===== src/design/field_decoder_pkg.sv =====
// Constants and carrier types for the continuable field decoder.
// Assumes a single clock domain; the byte source and result consumer are plain logic.
//
// Overview of operation
// RULE1 - Plain fields take bytes little-endian; first byte fills the lowest eight bits.
// RULE2 - Unsigned continuable fields start from an all-zero value.
// RULE3 - Replacement fields start from a supplied value; only covered low bits change.
// RULE4 - Each continuation byte writes its low seven bits at the position, then advances seven.
// RULE5 - Continuation ends on a byte with bit 7 clear, or position at least N-8.
// RULE6 - If the last continuation byte had bit 7 set, one full byte follows.
// RULE7 - A full byte crossing the top must have bits end..7 zero; end is N mod 7 or 7.
// RULE8 - Any non-zero bit found by the must-be-zero check raises a decode error.
// RULE9 - A completed field gives a one-cycle valid pulse; the error flag sticks until reset.
package field_decoder_pkg;

	// ----------------------------------------------------------------
	// Field geometry
	// ----------------------------------------------------------------
	localparam int BYTE_W = 8;
	localparam int CONT_BIT = 7;
	localparam int CONT_STEP = 7;
	localparam int MAX_N = 64;
	localparam int POS_W = 7;
	localparam int FIFO_DEPTH = 16;

	// ----------------------------------------------------------------
	// Modes and states
	// ----------------------------------------------------------------
	typedef enum logic [1:0] {
		MODE_PLAIN = 2'h0,
		MODE_UNSIGNED = 2'h1,
		MODE_REPLACE = 2'h2
	} field_mode_t;

	typedef enum logic [1:0] {
		ST_IDLE = 2'b00,
		ST_CONT = 2'b01,
		ST_FULL = 2'b11,
		ST_PLAIN = 2'b10
	} dec_state_t;

	typedef struct packed {
		field_mode_t mode;
		logic [POS_W-1:0] width;
		logic [MAX_N-1:0] original;
	} field_req_t;

	typedef struct packed {
		logic [MAX_N-1:0] value;
		logic error;
	} field_res_t;

endpackage : field_decoder_pkg


===== src/design/byte_fifo.sv =====
// Small synchronous FIFO with valid/ready on both sides.
// Assumes one clock and a synchronous active-high reset.
`timescale 1ns/1ps
module byte_fifo #(
	parameter int WIDTH = 8,
	parameter int DEPTH = 16
) (
	input wire logic clk,
	input wire logic rst,
	input wire logic [WIDTH-1:0] in_data,
	input wire logic in_valid,
	output logic in_ready,
	output logic [WIDTH-1:0] out_data,
	output logic out_valid,
	input wire logic out_ready
);
	localparam int AW = $clog2(DEPTH);

	logic [WIDTH-1:0] mem_q [DEPTH];
	logic [AW-1:0] wr_q;
	logic [AW-1:0] rd_q;
	logic [AW:0] cnt_q;
	logic [AW:0] cnt_d;
	logic push;
	logic pop;

	assign out_valid = (cnt_q != '0);
	assign out_data = mem_q[rd_q];
	assign push = in_valid && in_ready;
	assign pop = out_valid && out_ready;

	always_ff @(posedge clk) begin
		if (push) begin
			mem_q[wr_q] <= in_data;
		end
	end

	always_comb begin
		cnt_d = cnt_q;
		if (push && !pop) begin
			cnt_d = cnt_q + 1'b1;
		end else if (pop && !push) begin
			cnt_d = cnt_q - 1'b1;
		end
	end

	// Ready is registered from the next count so the port comes from a flop
	always_ff @(posedge clk) begin
		if (rst) begin
			in_ready <= 1'b1;
		end else begin
			in_ready <= (cnt_d != (AW+1)'(DEPTH));
		end
	end

	always_ff @(posedge clk) begin
		if (rst) begin
			wr_q <= '0;
			rd_q <= '0;
			cnt_q <= '0;
		end else begin
			cnt_q <= cnt_d;
			if (push) begin
				wr_q <= (wr_q == AW'(DEPTH-1)) ? '0 : wr_q + 1'b1;
			end
			if (pop) begin
				rd_q <= (rd_q == AW'(DEPTH-1)) ? '0 : rd_q + 1'b1;
			end
		end
	end

endmodule : byte_fifo


===== src/design/continuable_field_decoder.sv =====
// Decodes plain and continuable fields from a trace byte stream.
// Assumes the byte source honours byte_ready and a request is held until req_ready.
`timescale 1ns/1ps
module continuable_field_decoder
	import field_decoder_pkg::*;
#(
	parameter int N_MAX = MAX_N,
	parameter int DEPTH = FIFO_DEPTH
) (
	input wire logic clk,
	input wire logic rst,
	input wire logic [BYTE_W-1:0] byte_data,
	input wire logic byte_valid,
	output logic byte_ready,
	input wire field_req_t req,
	input wire logic req_valid,
	output logic req_ready,
	output field_res_t res,
	output logic res_valid,
	output logic error_flag
);
	// ----------------------------------------------------------------
	// Input buffering
	// ----------------------------------------------------------------
	logic [BYTE_W-1:0] fb_data;
	logic fb_valid;
	logic fb_ready;

	byte_fifo #(
		.WIDTH(BYTE_W),
		.DEPTH(DEPTH)
	) i_byte_fifo (
		.clk(clk),
		.rst(rst),
		.in_data(byte_data),
		.in_valid(byte_valid),
		.in_ready(byte_ready),
		.out_data(fb_data),
		.out_valid(fb_valid),
		.out_ready(fb_ready)
	);

	// ----------------------------------------------------------------
	// Helpers
	// ----------------------------------------------------------------
	// Writes the low len bits of a byte at pos, leaving other bits alone.
	function automatic logic [MAX_N-1:0] put_bits(input logic [MAX_N-1:0] r,
			input logic [BYTE_W-1:0] b, input logic [POS_W-1:0] pos,
			input int len);
		logic [MAX_N-1:0] m;
		logic [MAX_N-1:0] v;
		m = (MAX_N'(1) << len) - MAX_N'(1);
		v = MAX_N'(b) & m;
		put_bits = (r & ~(m << pos)) | (v << pos);
	endfunction : put_bits

	// Keeps only bits below width.
	function automatic logic [MAX_N-1:0] trim(input logic [MAX_N-1:0] r,
			input logic [POS_W-1:0] w);
		trim = (w >= POS_W'(MAX_N)) ? r : (r & ((MAX_N'(1) << w) - MAX_N'(1)));
	endfunction : trim

	// ----------------------------------------------------------------
	// State
	// ----------------------------------------------------------------
	dec_state_t state_q;
	logic [MAX_N-1:0] acc_q;
	logic [POS_W-1:0] pos_q;
	logic [POS_W-1:0] width_q;
	logic take;
	logic [POS_W-1:0] end_bit;
	logic sbz_bad;
	logic [BYTE_W-1:0] sbz_mask;

	// Registered ready: drops on the taking edge, stays low through the result pulse
	always_ff @(posedge clk) begin
		if (rst) begin
			req_ready <= 1'b1;
		end else begin
			req_ready <= (state_q == ST_IDLE) && !(req_valid && req_ready);
		end
	end
	assign fb_ready = (state_q != ST_IDLE);
	assign take = fb_valid && fb_ready; // stream_byte_take

	// End of the legal part of the final byte
	always_comb begin
		end_bit = POS_W'(width_q % CONT_STEP); // see RULE7
		if (end_bit == '0) begin
			end_bit = POS_W'(CONT_STEP);
		end
		sbz_mask = BYTE_W'(8'hFF << end_bit);
		sbz_bad = ((pos_q + POS_W'(BYTE_W)) > width_q) &&
			((fb_data & sbz_mask) != '0); // must_be_zero_check, see RULE7
	end

	// ----------------------------------------------------------------
	// Decode sequencing
	// ----------------------------------------------------------------
	always_ff @(posedge clk) begin
		if (rst) begin
			state_q <= ST_IDLE;
			acc_q <= '0;
			pos_q <= '0;
			width_q <= '0;
		end else begin
			unique case (state_q)
				ST_IDLE: begin
					if (req_valid && req_ready) begin
						width_q <= req.width;
						pos_q <= '0;
						if (req.mode == MODE_REPLACE) begin
							acc_q <= req.original; // see RULE3
						end else begin
							acc_q <= '0; // see RULE2
						end
						if (req.mode == MODE_PLAIN) begin
							state_q <= ST_PLAIN;
						end else begin
							state_q <= ST_CONT;
						end
					end
				end
				ST_PLAIN: begin
					if (take) begin
						// plain_little_endian_field: first byte lowest
						acc_q <= put_bits(acc_q, fb_data, pos_q, BYTE_W); // see RULE1
						pos_q <= pos_q + POS_W'(BYTE_W);
						if ((pos_q + POS_W'(BYTE_W)) >= width_q) begin
							state_q <= ST_IDLE;
						end
					end
				end
				ST_CONT: begin
					if (take) begin
						// replacement_field_decode step
						acc_q <= put_bits(acc_q, fb_data, pos_q, CONT_STEP); // see RULE4
						pos_q <= pos_q + POS_W'(CONT_STEP); // see RULE4
						if (!fb_data[CONT_BIT]) begin
							state_q <= ST_IDLE; // see RULE5
						end else if ((pos_q + POS_W'(CONT_STEP) + POS_W'(BYTE_W)) >=
								width_q) begin
							state_q <= ST_FULL; // see RULE5, RULE6
						end
					end
				end
				ST_FULL: begin
					if (take) begin
						acc_q <= put_bits(acc_q, fb_data, pos_q, BYTE_W); // see RULE6
						state_q <= ST_IDLE;
					end
				end
				default: begin
					state_q <= ST_IDLE;
				end
			endcase
		end
	end

	// ----------------------------------------------------------------
	// Result and error
	// ----------------------------------------------------------------
	logic done;
	logic fin_plain;
	logic fin_cont;

	assign fin_plain = (state_q == ST_PLAIN) && take &&
		((pos_q + POS_W'(BYTE_W)) >= width_q);
	assign fin_cont = (state_q == ST_CONT) && take && !fb_data[CONT_BIT];
	assign done = fin_plain || fin_cont || ((state_q == ST_FULL) && take);

	always_ff @(posedge clk) begin
		if (rst) begin
			res_valid <= 1'b0;
			res <= '0;
		end else begin
			res_valid <= done; // see RULE9
			if (done) begin
				if (state_q == ST_FULL) begin
					res.value <= trim(put_bits(acc_q, fb_data, pos_q, BYTE_W), width_q);
				end else if (state_q == ST_PLAIN) begin
					res.value <= trim(put_bits(acc_q, fb_data, pos_q, BYTE_W), width_q);
				end else begin
					res.value <= trim(put_bits(acc_q, fb_data, pos_q, CONT_STEP), width_q);
				end
				res.error <= (state_q == ST_FULL) && sbz_bad;
			end
		end
	end

	// Sticky until reset; no clear path exists
	always_ff @(posedge clk) begin
		if (rst) begin
			error_flag <= 1'b0;
		end else if ((state_q == ST_FULL) && take && sbz_bad) begin
			error_flag <= 1'b1; // see RULE8, RULE9
		end
	end

endmodule : continuable_field_decoder


===== config.mk =====
export PLATFORM = sky130hd
export DESIGN_NAME = continuable_field_decoder
export DESIGN_NICKNAME = d
export VERILOG_FILES = /design/src/design/field_decoder_pkg.sv /design/src/design/byte_fifo.sv /design/src/design/continuable_field_decoder.sv
export SDC_FILE = /design/constraint.sdc
export NUM_CORES = 1
export LEC_CHECK = 0
export ABC_CLOCK_PERIOD_IN_PS = 13600
export BUFFER_PORTS_ARGS = -buffer_cell sky130_fd_sc_hd__buf_2
export CAP_MARGIN = 5
export CORE_UTILIZATION = 25
export CTS_CLUSTER_DIAMETER = 50
export DETAILED_ROUTE_END_ITERATION = 10
export PLACE_DENSITY_LB_ADDON = 0.1
export SYNTH_ARGS = -nofsm -noshare
export SYNTH_HDL_FRONTEND = slang
export SYNTH_SLANG_ARGS = --single-unit
export TNS_END_PERCENT = 5

===== constraint.sdc =====
create_clock -name clk -period 13.6 [get_ports clk]
set_input_delay 4.08 -clock clk [delete_from_list [all_inputs] [get_ports clk]]
set_output_delay 4.08 -clock clk [all_outputs]
set_load 0.1 [all_outputs]

==> reports/results.txt <==
Fraction of the cycle the final worst path needs - 49.8%
DRT antenna net count - 0
Clock Skew - 0.0460 ns
Total GRT Usage - 22.4%
Largest family of logic cells by synthesized area - compound AO/OA/AOI/OAI gates
CP Class - reg -> reg
Maxcap violations - 0
Fin crit period - 6.77 ns
Max Slew Vio Count - 0
Hold buffers post-CTS - 0
Initial Util - 25.4%
Final hold slack - 0.450 ns
Dpl hpwl - 61100 um
Syn avg cell area - 8.31 um2
Fillers - 7734
H-tree levels - 2
Distinct cells, synth - 85
Post-Syn Instances - 2196
Commonest cells in the netlist - nand2_1, nor2_1, a21oi_1, o21ai_0, dfxtp_1
F_max - 0.148 GHz
CTS tree - built
Clock transition at path regs - 0.05 ns
Layout area overhead - 18.6%
Final core utilization - 30.1%
Clk root buf - clkbuf_16
Worst-case clock buffer depth - 3
Full die area - 74100 um2
Synth Area in Simple Gates - 18.1%
Post-synthesis xor/xnor area fraction - 1.34%
Adder-cell share of the synthesized area - 3.40%
Synth Register Bits - 294
Worst Path Max Fanout - 20
Postcts setup bufs - 0
Max_slew headroom - 26.0%
Pwr per Cell Area - 195 nW/um2
Synth area leaders - edfxtp_1, dfxtp_1, a21oi_1, o21ai_0, nand2_1
Drt wl/cell - 25.8 um
Synth Area in Compound Gates - 26.2%
# rows - 98
Multi-input logic area - 10400 um2
N_diodes - 0
CTS Buf Count - 51
Avg Vias per Cell - 5.49
Pin count of the biggest net entering global routing - 82
CP required - 14.09 ns
Ports - 154
Mux cell area share after synthesis - 7.61%
Slew @ Worst Pin - 1.10 ns
HP Class - reg -> reg
Part of the Yosys area used for sequential elements - 39.3%
Clk_lat worst skew - 0.62 ns
DRC - 0
Die W - 272 um
Final #Nets - 2414
Fin. Hold Viols - 0
Core ar. - 71900 um2
Worst IR Drop VDD - 0.0000967 V
Clock Sinks - 294
Drt total wl - 84500 um
First-pass GRT wire length - 123000 um
Count of yosys warnings during synthesis - 0
Most common cell in the synthesized netlist - nand2_1
Post-synthesis net count - 2329
Die Height - 272 um
Share of cells above drive strength 1 - 15.6%
Prevailing post-synth register cell - dfxtp_1
Final Setup Violations - 0
Mapped cell area - 18300 um2
Drt first pass iters - 8
Async SR Flop Fraction - 0%
Area after DPL - 19900 um2
Initial antenna violation count - 1
Worst EP arrival - 7.26 ns
Yosys top cell by area - edfxtp_1
Register area - 7170 um2
Aggregate global routing overflow - 0
Via Count - 18000
First DRT Iteration DRCs - 1790
Status - completed
Number of synthesized flops with an enable pin - 128
Vias in the first global route - 17200
Startpoint types - flip-flop
RSZ-0062 raised after global routing - no
CP endpoint kind - flip-flop
Setup TNS - 0 ns
Share of the synthesized area in the top cell type - 21.1%
Final instance area - 21600 um2
IO Port Bufs - 153
PostCTS Resize Cnt - 0
GPL Wtd Cong - 0.923
Static leakage - 7.59 nW
==> kinds of logic after synthesis <==
family | after synthesis
xor+xnor | 28
simple gates | 768
buf+inv | 194
flops | 294
fa+ha+maj | 50
mux | 85
compound gates | 777
==> per-stage QoR <==
| step | power, mW | instances | setup WS (ns) |
|---|---|---|---|
| 3_5_place_dp | 2.90 | 3178 | 6.96 |
| 6_report | 4.22 | 3272 | 6.83 |
| 5_1_grt | 4.44 | 3272 | 6.29 |
| 4_1_cts | 4.21 | 3272 | 6.91 |
| 2_1_floorplan | 2.28 | 2196 | 7.99 |
| 3_3_place_gp | 2.90 | 3178 | 7.05 |
==> worst max-delay path, stage by stage, from the launching register on <==
cell and delay, ns:
dfxtp_1 0.82, ha_1 0.37, ha_1 0.62, nand2b_1 0.25, o32a_1 0.54, mux2_4 0.41
and2_1 0.20, a21o_1 0.24, ha_1 0.28, o21a_1 0.16, or4_4 0.64, xnor2_1 0.44
ha_1 0.32, nand2_1 0.12, mux2_4 0.31, a31oi_1 0.17, o2111ai_1 0.16, a221oi_2 0.35
a21oi_1 0.10, a31oi_1 0.16
==> final cells by class <==
cell class | count | area share, %
Clock buffer | 58 | 6.11
Sequential cell | 294 | 33.1
Tap cell | 950 | 5.49
Timing Repair Buffer | 191 | 4.88
Inverter | 35 | 0.607
Clock inverter | 36 | 1.87
Multi-Input combinational cell | 1708 | 47.9
==> routing by layer <==
metal,wire [um],global-route usage [%]
met5,13,0
met3,7070,6.08
met2,35400,32.5
met4,2400,6.80
met1,39700,32.0
==> report_power, final <==
part | leakage, nW | internal, mW | switching, mW
Sequential | 2.51 | 1.01 | 0.0756
Clock | 0.813 | 0.788 | 0.501
Combinational | 4.27 | 0.556 | 1.29
Total | 7.59 | 2.35 | 1.87
==> registers in the layout, indices dropped and copies added, names as in the netlist, named ones only <==
| register | count |
|---|---|
| acc_q | 64 |
| error_flag | 1 |
| i_byte_fifo.cnt_q | 5 |
| i_byte_fifo.in_ready | 1 |
| i_byte_fifo.mem_q | 128 |
| i_byte_fifo.rd_q | 4 |
| i_byte_fifo.wr_q | 4 |
| pos_q | 7 |
| req_ready | 1 |
| res | 65 |
| res_valid | 1 |
| state_q | 2 |
| width_q | 7 |
==> cells in the final DEF, fill, tap and decap left out, drive strengths merged, types with 32 or more instances in the layout <==
cell type  netlist  layout
nand2          301     301
nor2           270     270
o21ai          253     253
a21oi          240     240
buf             29     191
dfxtp          166     166
edfxtp         128     128
nor3            82      82
a211oi          65      65
clkbuf         130      58
ha              48      48
mux4            41      41
inv             31      37
nand3           36      36
mux2i           33      33
a22o            32      32
==> path summary, 6_finish.rpt <==
kind | slack (ns) | end | startpoint | cells past startpoint
max reg2reg | 6.83 | res[0]$_SDFFE_PP0P_ | width_q[5]$_SDFFE_PP0P_ | 19
min reg2reg | 0.45 | res[28]$_SDFFE_PP0P_ | res[28]$_SDFFE_PP0P_ | 2
min | 0.45 | res[28]$_SDFFE_PP0P_ | res[28]$_SDFFE_PP0P_ | 2
max | 6.83 | res[0]$_SDFFE_PP0P_ | width_q[5]$_SDFFE_PP0P_ | 19
No activity file was read; power rests on OpenSTA's default activity.
